`config.mk`:
```
export PLATFORM = sky130hd
export DESIGN_NAME = light_proximity_sensor_regs
export DESIGN_NICKNAME = d
export VERILOG_FILES = /design/src/rtl/sensor_pkg.sv /design/src/rtl/light_proximity_sensor_regs.sv
export SDC_FILE = /design/constraint.sdc
export NUM_CORES = 1
export LEC_CHECK = 0
export BUFFER_PORTS_ARGS = -buffer_cell sky130_fd_sc_hd__buf_2
export CAP_MARGIN = 20
export CORE_MARGIN = 1
export CORE_UTILIZATION = 55
export DETAILED_ROUTE_END_ITERATION = 7
export PLACE_DENSITY = 0.69
export SETUP_SLACK_MARGIN = 0.02
export SYNTH_ARGS = -nofsm -noshare
export SYNTH_HDL_FRONTEND = slang
export SYNTH_SLANG_ARGS = --single-unit
```
`constraint.sdc`:
```
create_clock -name CLK_I -period 6.3 [get_ports CLK_I]
set_input_delay 0.945 -clock CLK_I [delete_from_list [all_inputs] [get_ports CLK_I]]
set_output_delay 0.945 -clock CLK_I [all_outputs]
set_load 0.005 [all_outputs]
```
`src/rtl/sensor_pkg.sv`:
```
package sensor_pkg;

  // Register offsets on the internal register port.
  localparam logic [7:0] ADDR_RESERVED = 8'h00;
  localparam logic [7:0] ADDR_CONFIG = 8'h01;
  localparam logic [7:0] ADDR_INT_CTRL = 8'h02;
  localparam logic [7:0] ADDR_NEAR_LO = 8'h03;
  localparam logic [7:0] ADDR_NEAR_HI = 8'h04;
  localparam logic [7:0] ADDR_LIGHT_TH1 = 8'h05;
  localparam logic [7:0] ADDR_LIGHT_TH2 = 8'h06;
  localparam logic [7:0] ADDR_LIGHT_TH3 = 8'h07;
  localparam logic [7:0] ADDR_NEAR_RESULT = 8'h08;
  localparam logic [7:0] ADDR_LIGHT_RES_LO = 8'h09;
  localparam logic [7:0] ADDR_LIGHT_RES_HI = 8'h0A;
  localparam logic [7:0] ADDR_TEST_A = 8'h0E;
  localparam logic [7:0] ADDR_TEST_B = 8'h0F;

  // Reset values.
  localparam logic [7:0] RST_CONFIG = 8'h00;
  localparam logic [7:0] RST_NEAR_LO = 8'h00;
  localparam logic [7:0] RST_NEAR_HI = 8'hFF;
  localparam logic [7:0] RST_LIGHT_TH1 = 8'h00;
  localparam logic [7:0] RST_LIGHT_TH2 = 8'hF0;
  localparam logic [7:0] RST_LIGHT_TH3 = 8'hFF;
  localparam logic [7:0] RST_TEST = 8'h00;

  // Field positions of the configuration register.
  localparam int CFG_NEAR_EN = 7;
  localparam int CFG_SLEEP_LSB = 4;
  localparam int CFG_DRIVE = 3;
  localparam int CFG_LIGHT_EN = 2;
  localparam int CFG_RANGE = 1;
  localparam int CFG_SPECTRUM = 0;

  // Field positions of the interrupt control and status register.
  localparam int INT_NEAR_FLAG = 7;
  localparam int INT_NEAR_PRST_LSB = 5;
  localparam int INT_LIGHT_FLAG = 3;
  localparam int INT_LIGHT_PRST_LSB = 1;
  localparam int INT_COMBINE = 0;

  // Times in microseconds and their cycle counts at the core clock.
  localparam int CLK_MHZ = 10;
  localparam int NEAR_CONV_US = 540;
  localparam int LIGHT_PERIOD_US = 100000;
  localparam int SLEEP_UNIT_US = 12500;
  localparam int NEAR_CONV_CYC = NEAR_CONV_US * CLK_MHZ;
  localparam int LIGHT_PERIOD_CYC = LIGHT_PERIOD_US * CLK_MHZ;
  localparam int SLEEP_UNIT_CYC = SLEEP_UNIT_US * CLK_MHZ;

  // Sleep codes 000..111 as multiples of the 12.5 ms unit.
  localparam logic [6:0] SLEEP_MULT [8] = '{
    7'd64, 7'd32, 7'd16, 7'd8, 7'd6, 7'd4, 7'd1, 7'd0};

  localparam int CNT_W = 24;

  typedef enum logic [1:0] {NEAR_IDLE, NEAR_CONVERT, NEAR_SLEEP}
    near_phase_t;

  typedef struct packed {
    logic wr;
    logic rd;
    logic [7:0] addr;
    logic [7:0] wdata;
  } reg_req_t;

  typedef struct packed {
    logic [7:0] cfg;
    logic near_flag;
    logic [1:0] near_prst;
    logic light_flag;
    logic [1:0] light_prst;
    logic combine;
    logic [7:0] near_lo;
    logic [7:0] near_hi;
    logic [7:0] light_th1;
    logic [7:0] light_th2;
    logic [7:0] light_th3;
    logic [7:0] near_result;
    logic [11:0] light_result;
    logic [7:0] test_a;
    logic [7:0] test_b;
    near_phase_t near_phase;
    logic [CNT_W-1:0] near_cnt;
    logic [CNT_W-1:0] light_cnt;
    logic [4:0] near_hits;
    logic [4:0] light_hits;
    logic near_done;
    logic light_done;
    logic [7:0] rdata;
    logic rvalid;
  } sensor_state_t;

endpackage

```
`src/rtl/light_proximity_sensor_regs.sv`:
```
// Operation
// - Twelve byte-wide host registers: config, interrupt, thresholds, results, test.
// - Offsets 0x3 to 0x7 hold near and light thresholds; near events use only 0x4.
// - Offsets 0x8 to 0xA hold latest near and light results, readable.
// - Offset 0x00 is reserved, read-only, returns no meaningful content.
// - Near enable clear stops sensing; set runs it, first result after 0.54ms.
// - Three-bit sleep code picks idle between emitter pulses, 0 to 800ms.
// - Emitter drive bit selects 110mA when clear, 220mA when set.
// - Light enable clear stops sensing; set gives new result every 100ms.
// - Light range bit picks low-lux range when clear, high-lux when set.
// - Spectrum bit makes light result visible when clear, infrared when set.
// - Near event flag sets on event, holds until host writes 0.
// - Light event flag sets on event, holds until host writes 0.
// - Near persistence code needs 1, 4, 8 or 16 tripping conversions.
// - Light persistence code needs 1, 4, 8 or 16 out-of-window conversions.
// - Combine bit clear: interrupt pin low when either flag is set.
// - Combine bit set: interrupt pin low only while both flags set.
// - Test registers at zero mean normal operation; host writes only 0x00.
// - Twelve-bit light result split over 0x9 and 0xA after conversion.
// - Near conversions repeat, spaced by the selected sleep interval.
`timescale 1ns/1ns
`default_nettype none

module light_proximity_sensor_regs
  import sensor_pkg::*;
#(
  parameter int NEAR_CONV_CYCLES = NEAR_CONV_CYC,
  parameter int LIGHT_PERIOD_CYCLES = LIGHT_PERIOD_CYC,
  parameter int SLEEP_UNIT_CYCLES = SLEEP_UNIT_CYC
) (
  // Clock and reset
  input wire logic CLK_I,
  input wire logic RESET_I,
  // Register port from the serial bus slave engine
  input wire logic REG_WR_I,
  input wire logic REG_RD_I,
  input wire logic [7:0] REG_ADDR_I,
  input wire logic [7:0] REG_WDATA_I,
  output logic [7:0] REG_RDATA_O,
  output logic REG_RVALID_O,
  // Converter front end
  input wire logic [7:0] NEAR_SAMPLE_I,
  input wire logic [11:0] LIGHT_SAMPLE_I,
  output logic EMITTER_DRIVER_OUT_O,
  output logic EMITTER_HIGH_O,
  output logic LIGHT_ACTIVE_O,
  output logic LIGHT_RANGE_O,
  output logic SPECTRUM_O,
  output logic TEST_MODE_O,
  // Open-drain interrupt pin
  output logic INT_O,
  output logic INT_OE_N_O
);

  localparam logic [CNT_W-1:0] CONV_LAST = CNT_W'(NEAR_CONV_CYCLES - 1);
  localparam logic [CNT_W-1:0] LIGHT_LAST = CNT_W'(LIGHT_PERIOD_CYCLES - 1);

  sensor_state_t st;
  sensor_state_t next_st;
  reg_req_t req;
  logic [11:0] light_low;
  logic [11:0] light_high;
  logic near_trip;
  logic light_trip;
  logic int_active;

  assign req = '{wr: REG_WR_I, rd: REG_RD_I, addr: REG_ADDR_I,
                 wdata: REG_WDATA_I};

  // Number of consecutive trips needed for each persistence code.
  function automatic logic [4:0] persist_need(input logic [1:0] code);
    case (code)
      2'b00: persist_need = 5'd1;
      2'b01: persist_need = 5'd4;
      2'b10: persist_need = 5'd8;
      default: persist_need = 5'd16;
    endcase
  endfunction

  // Sleep length in cycles for a sleep code; zero means back to back.
  function automatic logic [CNT_W-1:0] sleep_cycles(input logic [2:0] code);
    sleep_cycles = CNT_W'(int'(SLEEP_MULT[code]) * SLEEP_UNIT_CYCLES);
  endfunction

  function automatic logic [7:0] read_mux(input sensor_state_t s,
                                          input logic [7:0] addr);
    case (addr)
      ADDR_CONFIG: read_mux = s.cfg;
      ADDR_INT_CTRL: read_mux = {s.near_flag, s.near_prst, 1'b0,
                                 s.light_flag, s.light_prst, s.combine};
      ADDR_NEAR_LO: read_mux = s.near_lo;
      ADDR_NEAR_HI: read_mux = s.near_hi;
      ADDR_LIGHT_TH1: read_mux = s.light_th1;
      ADDR_LIGHT_TH2: read_mux = s.light_th2;
      ADDR_LIGHT_TH3: read_mux = s.light_th3;
      ADDR_NEAR_RESULT: read_mux = s.near_result;
      ADDR_LIGHT_RES_LO: read_mux = s.light_result[7:0];
      ADDR_LIGHT_RES_HI: read_mux = {4'h0, s.light_result[11:8]};
      ADDR_TEST_A: read_mux = s.test_a;
      ADDR_TEST_B: read_mux = s.test_b;
      // The reserved location and every unmapped offset read as zero.
      default: read_mux = 8'h00;
    endcase
  endfunction

  // Light window is low threshold below, high threshold above.
  assign light_low = {st.light_th2[3:0], st.light_th1};
  assign light_high = {st.light_th3, st.light_th2[7:4]};
  assign near_trip = NEAR_SAMPLE_I > st.near_hi;
  assign light_trip = (LIGHT_SAMPLE_I < light_low) ||
                      (LIGHT_SAMPLE_I > light_high);

  always_comb begin
    next_st = st;
    next_st.near_done = 1'b0;
    next_st.light_done = 1'b0;
    next_st.rvalid = 1'b0;

    if (req.wr) begin
      case (req.addr)
        ADDR_CONFIG: next_st.cfg = req.wdata;
        ADDR_INT_CTRL: begin
          // Flags only clear on a written zero; a written one is ignored.
          next_st.near_flag = st.near_flag & req.wdata[INT_NEAR_FLAG];
          next_st.light_flag = st.light_flag & req.wdata[INT_LIGHT_FLAG];
          next_st.near_prst = req.wdata[INT_NEAR_PRST_LSB +: 2];
          next_st.light_prst = req.wdata[INT_LIGHT_PRST_LSB +: 2];
          next_st.combine = req.wdata[INT_COMBINE];
        end
        ADDR_NEAR_LO: next_st.near_lo = req.wdata;
        ADDR_NEAR_HI: next_st.near_hi = req.wdata;
        ADDR_LIGHT_TH1: next_st.light_th1 = req.wdata;
        ADDR_LIGHT_TH2: next_st.light_th2 = req.wdata;
        ADDR_LIGHT_TH3: next_st.light_th3 = req.wdata;
        ADDR_TEST_A: next_st.test_a = req.wdata;
        ADDR_TEST_B: next_st.test_b = req.wdata;
        default: next_st.cfg = st.cfg;
      endcase
    end

    if (req.rd) begin
      next_st.rdata = read_mux(st, req.addr);
      next_st.rvalid = 1'b1;
    end

    // Proximity sequencer: convert, capture, sleep, repeat.
    case (st.near_phase)
      NEAR_IDLE: begin
        if (st.cfg[CFG_NEAR_EN]) begin
          next_st.near_phase = NEAR_CONVERT;
          next_st.near_cnt = CONV_LAST;
        end
      end
      NEAR_CONVERT: begin
        if (!st.cfg[CFG_NEAR_EN]) begin
          next_st.near_phase = NEAR_IDLE;
        end else if (st.near_cnt == '0) begin
          next_st.near_result = NEAR_SAMPLE_I;
          next_st.near_done = 1'b1;
          if (sleep_cycles(st.cfg[CFG_SLEEP_LSB +: 3]) == '0) begin
            next_st.near_cnt = CONV_LAST;
          end else begin
            next_st.near_phase = NEAR_SLEEP;
            next_st.near_cnt = sleep_cycles(st.cfg[CFG_SLEEP_LSB +: 3]) -
                               CNT_W'(1);
          end
        end else begin
          next_st.near_cnt = st.near_cnt - CNT_W'(1);
        end
      end
      NEAR_SLEEP: begin
        if (!st.cfg[CFG_NEAR_EN]) begin
          next_st.near_phase = NEAR_IDLE;
        end else if (st.near_cnt == '0) begin
          next_st.near_phase = NEAR_CONVERT;
          next_st.near_cnt = CONV_LAST;
        end else begin
          next_st.near_cnt = st.near_cnt - CNT_W'(1);
        end
      end
      default: next_st.near_phase = NEAR_IDLE;
    endcase

    // Light runs a fixed conversion period while enabled.
    if (!st.cfg[CFG_LIGHT_EN]) begin
      next_st.light_cnt = '0;
    end else if (st.light_cnt == LIGHT_LAST) begin
      next_st.light_cnt = '0;
      next_st.light_result = LIGHT_SAMPLE_I;
      next_st.light_done = 1'b1;
    end else begin
      next_st.light_cnt = st.light_cnt + CNT_W'(1);
    end

    // Persistence runs after the host write so that an event wins over a
    // clear arriving in the same cycle.
    if (next_st.near_done) begin
      if (!near_trip) begin
        next_st.near_hits = 5'd0;
      end else if (st.near_hits + 5'd1 >= persist_need(st.near_prst)) begin
        next_st.near_hits = 5'd0;
        next_st.near_flag = 1'b1;
      end else begin
        next_st.near_hits = st.near_hits + 5'd1;
      end
    end
    if (next_st.light_done) begin
      if (!light_trip) begin
        next_st.light_hits = 5'd0;
      end else if (st.light_hits + 5'd1 >= persist_need(st.light_prst)) begin
        next_st.light_hits = 5'd0;
        next_st.light_flag = 1'b1;
      end else begin
        next_st.light_hits = st.light_hits + 5'd1;
      end
    end
  end

  always_ff @(posedge CLK_I or posedge RESET_I) begin
    if (RESET_I) begin
      st <= '0;
      st.cfg <= RST_CONFIG;
      st.near_lo <= RST_NEAR_LO;
      st.near_hi <= RST_NEAR_HI;
      st.light_th1 <= RST_LIGHT_TH1;
      st.light_th2 <= RST_LIGHT_TH2;
      st.light_th3 <= RST_LIGHT_TH3;
      st.test_a <= RST_TEST;
      st.test_b <= RST_TEST;
      st.near_phase <= NEAR_IDLE;
    end else begin
      st <= next_st;
    end
  end

  // The pin only ever pulls low; the pull-up makes the high level.
  assign int_active = st.combine ? (st.near_flag & st.light_flag)
                                 : (st.near_flag | st.light_flag);
  assign INT_O = 1'b0;
  assign INT_OE_N_O = ~int_active;
  assign REG_RDATA_O = st.rdata;
  assign REG_RVALID_O = st.rvalid;
  assign EMITTER_DRIVER_OUT_O = st.near_phase == NEAR_CONVERT;
  assign EMITTER_HIGH_O = st.cfg[CFG_DRIVE];
  assign LIGHT_ACTIVE_O = st.cfg[CFG_LIGHT_EN];
  assign LIGHT_RANGE_O = st.cfg[CFG_RANGE];
  assign SPECTRUM_O = st.cfg[CFG_SPECTRUM];
  // Any nonzero test byte leaves normal operation.
  assign TEST_MODE_O = |{st.test_a, st.test_b};

  // Checking helpers: independent ages of the two conversion windows.
  logic [CNT_W-1:0] conv_age;
  logic [CNT_W-1:0] light_age;
  always_ff @(posedge CLK_I or posedge RESET_I) begin
    if (RESET_I) begin
      conv_age <= '0;
      light_age <= '0;
    end else begin
      // Restart at every capture, so back-to-back windows and periods are
      // timed the same way as the first one.
      if (next_st.near_done || st.near_phase != NEAR_CONVERT) begin
        conv_age <= '0;
      end else begin
        conv_age <= conv_age + CNT_W'(1);
      end
      if (next_st.light_done || !st.cfg[CFG_LIGHT_EN]) begin
        light_age <= '0;
      end else begin
        light_age <= light_age + CNT_W'(1);
      end
    end
  end
endmodule // light_proximity_sensor_regs

`default_nettype wire

```
* Yosys cells after proc, flatten, opt, wreduce, memory -nomap -nowiden
Memories as Yosys holds them, arrays and structs flattened. Index checks and enable logic that the tools add are counted.
Cells by class: reductions and logical operators 21, bitwise operators 6, magnitude comparators 6, add/subtract/negate cells 5, muxes and demuxes 48, equal/unequal tests 25, $mul 1
Operators by type and width (count):
- $mux W24 | 7
- $pmux W8 S12 | 1
- $pmux W24 S3 | 1
- $logic_not A24 Y1 | 2
- $sub A24 B1 Y24 const B | 2
- $mux W47 | 1
- $eq A8 B4 Y1 const B | 5
- $mux W5 | 8
- $mux W8 | 5
- $eq A8 B3 Y1 const B | 4
- $pmux W5 S3 | 2
- $mux W26 | 1
- $add A24 B1 Y24 const B | 1
- $eq A24 B20 Y1 const B | 1
- $mul A7 B14 Y21 const B | 1
- $mux W7 | 3
- $reduce_and A2 Y1 | 10
- $eq A8 B2 Y1 const B | 2
- $reduce_or A16 Y1 | 1
- $mux W1 | 13
- $gt A12 B12 Y1 | 1
- $lt A12 B12 Y1 | 1
- $add A5 B1 Y5 const B | 2
- $ge A5 B5 Y1 | 2
- other kinds (20) | 35
Storage, ports and cells: flip-flop bits (word level) 160, memories 1, memory bits (read-only) 56, output and inout port bits 17, input bits 40
Memory list:
- (no name shown) | depth 8, width 7, rd ports 1, clocked after memory_dff 0, wr ports 0, line light_proximity_sensor_regs.sv:82 | sleep_cycles = CNT_W'(int'(SLEEP_MULT[code]) * SLEEP_UNIT_CYCLES);

* Logic depth before layout (Yosys ltp)
word-level depth 10, depth in mapped cells 21, gate-level depth less buffers 20

* Worst setup path before layout
OpenSTA, ideal clock, no wires.
kind flip-flop to flip-flop, from register st[158] (netlist bit), to register st[61] (netlist bit), arrival time 5234 ps, buffers on the path 2, slack 940 ps, cell stages (with the launch flop) 19, library setup time 126 ps, period minus slack after synthesis 5360 ps, cells stage by stage dfrtp_1 clkbuf_1 nor3_1 fa_1 inv_1 fa_1 inv_1 fa_1 ha_1 ha_1 inv_1 a2111oi_0 o31ai_2 nand3_1 or3b_1 or3_4 o21ai_4 buf_8 o21ai_2
Between the ends: longest elaborated chain between the ends 10
Ends and longest elaborated chain:
- from (decl) | line light_proximity_sensor_regs.sv:58 | sensor_state_t st;
- from (signal assigned) | line light_proximity_sensor_regs.sv:232 | st <= next_st;
- $not A3 Y4 (implied by the code) (*) | line light_proximity_sensor_regs.sv:82
- $mem_v2 Z8 W7 (*)
- $mux W7 (implied by the code) (*) (2 in a row) | line light_proximity_sensor_regs.sv:82
- $mul A7 B14 Y21 (*) | line light_proximity_sensor_regs.sv:82
- $sub A24 B1 Y24 / $logic_not A24 Y1 (equally long branches) | line light_proximity_sensor_regs.sv:164, light_proximity_sensor_regs.sv:160
- $mux W24 (*) | line light_proximity_sensor_regs.sv:160 | if (sleep_cycles(st.cfg[CFG_SLEEP_LSB +: 3]) == '0) begin
- $mux W24 (*) | line light_proximity_sensor_regs.sv:157 | end else if (st.near_cnt == '0) begin
- $mux W24 (*) | line light_proximity_sensor_regs.sv:155 | if (!st.cfg[CFG_NEAR_EN]) begin
- $pmux W24 S3 (*) | line light_proximity_sensor_regs.sv:147 | case (st.near_phase)
Every way passes the cells marked *; elsewhere a longest branch is shown, timed or not. The select of a mux whose other input is x is not followed. A chain may end at the register's enable or synchronous reset.

* Final worst setup path
from register st[160] (netlist bit), to register st[66] (netlist bit)
The elaborated chain is that of the path after synthesis.

==> impl_metrics.csv <==
group,metric,value,unit
setup_path,critPathCaptureType,"register",
clock_tree,cts_resized,0,
timing,report.final.setup_viol,0,
placed_design,portBuffers,55,
clock_tree,hold_buffer_count_at_cts,0,
floorplanning,floorplan.rows,50,
placed_design,dpl_cell_area,11200,um2
grt,grt_start_max_net_pins,105,
synthesis,number_of_synthesized_flops_with_an_enable_pin,0,
setup_path,crit_chain,"inv_1 -> nand2_1 -> inv_1 -> fa_1 -> inv_1 -> fa_1 -> inv_1 -> fa_1 -> ha_1 -> ha_1 -> inv_1 -> a2111oi_0 -> o31ai_2 -> nand3_1 -> or3b_1 -> or3_4 -> o21ai_4 -> o21ai_1",
timing,worst-slew-pin-transition,921,ps
timing,rsz_0062_raised_after_global_routing,"no",
synthesis,yosys_warnings,0,
power,power.share.switching,0.312,
clock_tree,cts_sinks,160,
timing,final_max_slew_viol_count,0,
final_layout,area_delta_synth_final,9.81,%
setup_path,start_kind,"register",
final_layout,antenna_cells,0,
clock_tree,cts-root-buf,"sky130_fd_sc_hd__clkbuf_16",
clock_tree,cts_inserted_buffers,17,
setup_path,timing.critical_path.fanout_max,14,
synthesis,post-synth-top-area-fraction,0.326,
worst_hold_path,min-delay-path-class,"register to register",
clock_tree,clock_tree.buffer_depth,2,
routing,avgViaCountPerCell,5.99,
routing,detail_route.wl_per_cell,19.2,um
grt,grt_overflow_total,0,
timing,slew_headroom,0.381,
run,maxCapViolations,0,
synthesis,synth_top_cells_by_area,"sky130_fd_sc_hd__dfrtp_1, sky130_fd_sc_hd__ha_1, sky130_fd_sc_hd__mux2_2",
synthesis,synth_sequential_area_ratio,0.375,
timing,worst_clock_skew,8.62,ps
clock_tree,cts.reportedPaths.clkPinSlew,70,ps
clock_tree,tritoncts,"built",
synthesis,number_of_distinct_library_cells_after_synthesis,79,
power,p_int,1.91,mW
placed_design,gp_routability_congestion,0.916,
synthesis,postSynthRegisterBits,160,
synthesis,synthesized_cell_area,10700,um2
grt,number_of_antenna_violations_at_the_first_check_in_global_routing,0,
routing,antenna_violating_nets_post_route,0,
routing,detail_route.drc_violations,0,
power,power_switching,0.868,mW
grt,global_route_wire_length_before_repair,43800,um
clock_tree,clkLatencyLatePin,430,ps
floorplanning,design.portCount,57,
synthesis,postSynth.asyncResetShare,1.00,
setup_path,crit_slowest_cell,"sky130_fd_sc_hd__dfrtp_1",
power,sequentialPowerShare,0.414,
timing,fmax,0.170,GHz
timing,period_needed,5890,ps
clock_tree,cts_setup_buffers,0,
grt,gr-usage-all-layers,0.286,
routing,first_pass_iters,6,
setup_path,cp_data_required_time,6590,ps
timing,hold_viol_final,0,
final_layout,fill_cells,1582,
floorplanning,dieHeight,142,um
setup_path,cpPeakStageDelay,600,ps
power,power.density,236,nW/um2
synthesis,syn-mean-instance-area,9.83,um2
clock_tree,cts.htree.levels,4,
floorplanning,initial_utilization,0.567,
setup_path,timing.setup.critical_path_class,"register to register",
floorplanning,die_area,20100,um2
synthesis,synth_largest_area_cell,"sky130_fd_sc_hd__dfrtp_1",
grt,via_count_of_the_first_global_routing_pass,8145,
floorplanning,core-area,19000,um2
setup_path,cpMostUsedCell,"sky130_fd_sc_hd__inv_1",
synthesis,netlist_instances,1093,
final_layout,nNetsFinal,1280,
placed_design,hpwl,20100,um
power,proportion_of_power_drawn_by_combinational_gates,0.219,
timing,setup-tns-final,0,ps
setup_path,worstPathArrival,6170,ps
routing,dr_total_vias,8439,
final_layout,final_layout_size_suffix_gt1_frac,0.190,
routing,drt_iter0_markers,926,
power,clock_power_share,0.367,
timing,period_share,0.934,
final_layout,post-route-cell-area,11800,um2
power,worst_ir_drop_vdd,0.000200,V
routing,total_routed_length,27000,um
synthesis,synth-main-ff-cell,"sky130_fd_sc_hd__dfrtp_1",
floorplanning,die_span_x,142,um
power,p_leak,5.39,nW
run_status,status,"finished clean",
-- cells in the final DEF, fill, tap and decap left out, types with 7 or more instances in the layout --
cell | Yosys | final
sky130_fd_sc_hd__a21o_1 | 14 | 14
sky130_fd_sc_hd__a21oi_1 | 55 | 55
sky130_fd_sc_hd__a22oi_1 | 15 | 15
sky130_fd_sc_hd__and3_1 | 15 | 15
sky130_fd_sc_hd__buf_2 | 5 | 55
sky130_fd_sc_hd__buf_4 | 9 | 7
sky130_fd_sc_hd__clkbuf_16 | 0 | 17
sky130_fd_sc_hd__dfrtp_1 | 140 | 140
sky130_fd_sc_hd__dfstp_2 | 20 | 20
sky130_fd_sc_hd__fa_1 | 8 | 8
sky130_fd_sc_hd__ha_1 | 94 | 94
sky130_fd_sc_hd__inv_1 | 80 | 79
sky130_fd_sc_hd__mux2_1 | 15 | 15
sky130_fd_sc_hd__mux2_2 | 78 | 78
sky130_fd_sc_hd__mux2i_1 | 11 | 11
sky130_fd_sc_hd__nand2_1 | 73 | 73
sky130_fd_sc_hd__nand2b_1 | 19 | 19
sky130_fd_sc_hd__nand3_1 | 30 | 30
sky130_fd_sc_hd__nand4_1 | 18 | 18
sky130_fd_sc_hd__nor2_1 | 90 | 90
sky130_fd_sc_hd__nor2b_1 | 9 | 9
sky130_fd_sc_hd__nor3_1 | 16 | 16
sky130_fd_sc_hd__nor4_1 | 15 | 15
sky130_fd_sc_hd__o21ai_0 | 37 | 37
sky130_fd_sc_hd__o21ai_1 | 14 | 14
sky130_fd_sc_hd__o21ai_2 | 10 | 10
sky130_fd_sc_hd__o22ai_1 | 14 | 14
sky130_fd_sc_hd__or3_1 | 10 | 10
sky130_fd_sc_hd__xnor2_1 | 28 | 28
sky130_fd_sc_hd__xor2_1 | 24 | 24
-- critical path, delay by kind of cell, from the launching register on --
| kind | cells | cell delay [ps] |
|---|---|---|
| AOI/OAI and AO/OA | 4 | 1240 |
| adders and majority gates | 5 | 2160 |
| buffers and inverters | 5 | 530 |
| DFF | 1 | 600 |
| and+or+nand+nor | 4 | 1200 |
-- flip-flops by register name, summed over array words and instances (netlist names) --
signal	count
st	123
light_high	12
REG_RDATA_O	8
light_low	12
REG_RVALID_O	1
LIGHT_ACTIVE_O	1
LIGHT_RANGE_O	1
EMITTER_HIGH_O	1
SPECTRUM_O	1
-- cells by family (layout without fill, tap and decap cells) --
group | after synthesis | after routing | synth area share
AOI/OAI and AO/OA | 219 | 219 | 0.135
xor gates and xnor gates | 52 | 52 | 0.0424
adders and majority gates | 102 | 102 | 0.124
buffers and inverters | 120 | 173 | 0.0467
DFF | 160 | 160 | 0.375
muxes | 110 | 110 | 0.120
other | 2 | 6 | 0.000699
and+or+nand+nor | 328 | 328 | 0.156
-- routing by layer --
layer  track usage  part of all wire  up-vias
met4        0.0951             0.021        0
met5             0                 0        -
li1              -                 -     4027
met3        0.0476             0.067       39
met2         0.431              0.44      321
met1         0.418              0.47     4052
-- synth_stat cells (16+ instances only) --
cell type and number:
sky130_fd_sc_hd__nor3_1 16, sky130_fd_sc_hd__dfstp_2 20, sky130_fd_sc_hd__xor2_1 24, sky130_fd_sc_hd__nand4_1 18, sky130_fd_sc_hd__mux2_2 78, sky130_fd_sc_hd__nand2_1 73, sky130_fd_sc_hd__nor2_1 90, sky130_fd_sc_hd__dfrtp_1 140
sky130_fd_sc_hd__o21ai_0 37, sky130_fd_sc_hd__xnor2_1 28, sky130_fd_sc_hd__ha_1 94, sky130_fd_sc_hd__nand3_1 30, sky130_fd_sc_hd__a21oi_1 55, sky130_fd_sc_hd__nand2b_1 19, sky130_fd_sc_hd__inv_1 80, sky130_fd_sc_hd__clkbuf_1 22
-- per-stage QoR --
| stage | instances | power (mW) | setup WS (ps) | util | hold WS, ps |
|---|---|---|---|---|---|
| 6_report | 1410 | 2.78 | 414 | 0.622 | 482 |
| 5_1_grt | 1410 | 2.92 | 108 | 0.622 | 505 |
| 4_1_cts | 1410 | 2.79 | 521 | 0.622 | 484 |
| 3_5_place_dp | 1379 | 1.77 | 555 | 0.592 | 475 |
| 3_3_place_gp | 1379 | 1.75 | 677 | 0.592 | 468 |
| 2_1_floorplan | 1097 | 1.60 | 940 | - | 447 |
-- path summary, 6_finish.rpt --
path | startpoint | end | slack, ps | cells after the start
min reg2reg | st[21] | st[21] | 480 | 1
min | st[21] | st[21] | 480 | 1
max in group asynchronous | RESET_I | st[158] | 4240 | 3
max | st[160] | st[66] | 410 | 18
max reg2reg | st[160] | st[66] | 410 | 18
min in group asynchronous | RESET_I | REG_RDATA_O[6] | 720 | 2
-- power groups by stage --
stage	Sequential [mW]	Combinational [mW]	Clock (mW)
after global placement	1.16	0.588	0
final	1.15	0.609	1.02
after detailed placement	1.17	0.600	0
after CTS	1.15	0.605	1.03
after floorplan	1.14	0.453	0
after global routing	1.16	0.682	1.08
-- layout make-up --
cell class	count	area (um2)	share of cell area
multi-input cells	817	6230	0.528
flip-flops and latches	160	4030	0.341
clock buffers	22	484	0.0410
repair buffers	62	328	0.0278
well taps	260	325	0.0276
inverters	80	305	0.0259
clock inverters	9	97.6	0.00827
Power figures use the tool's default switching activity.
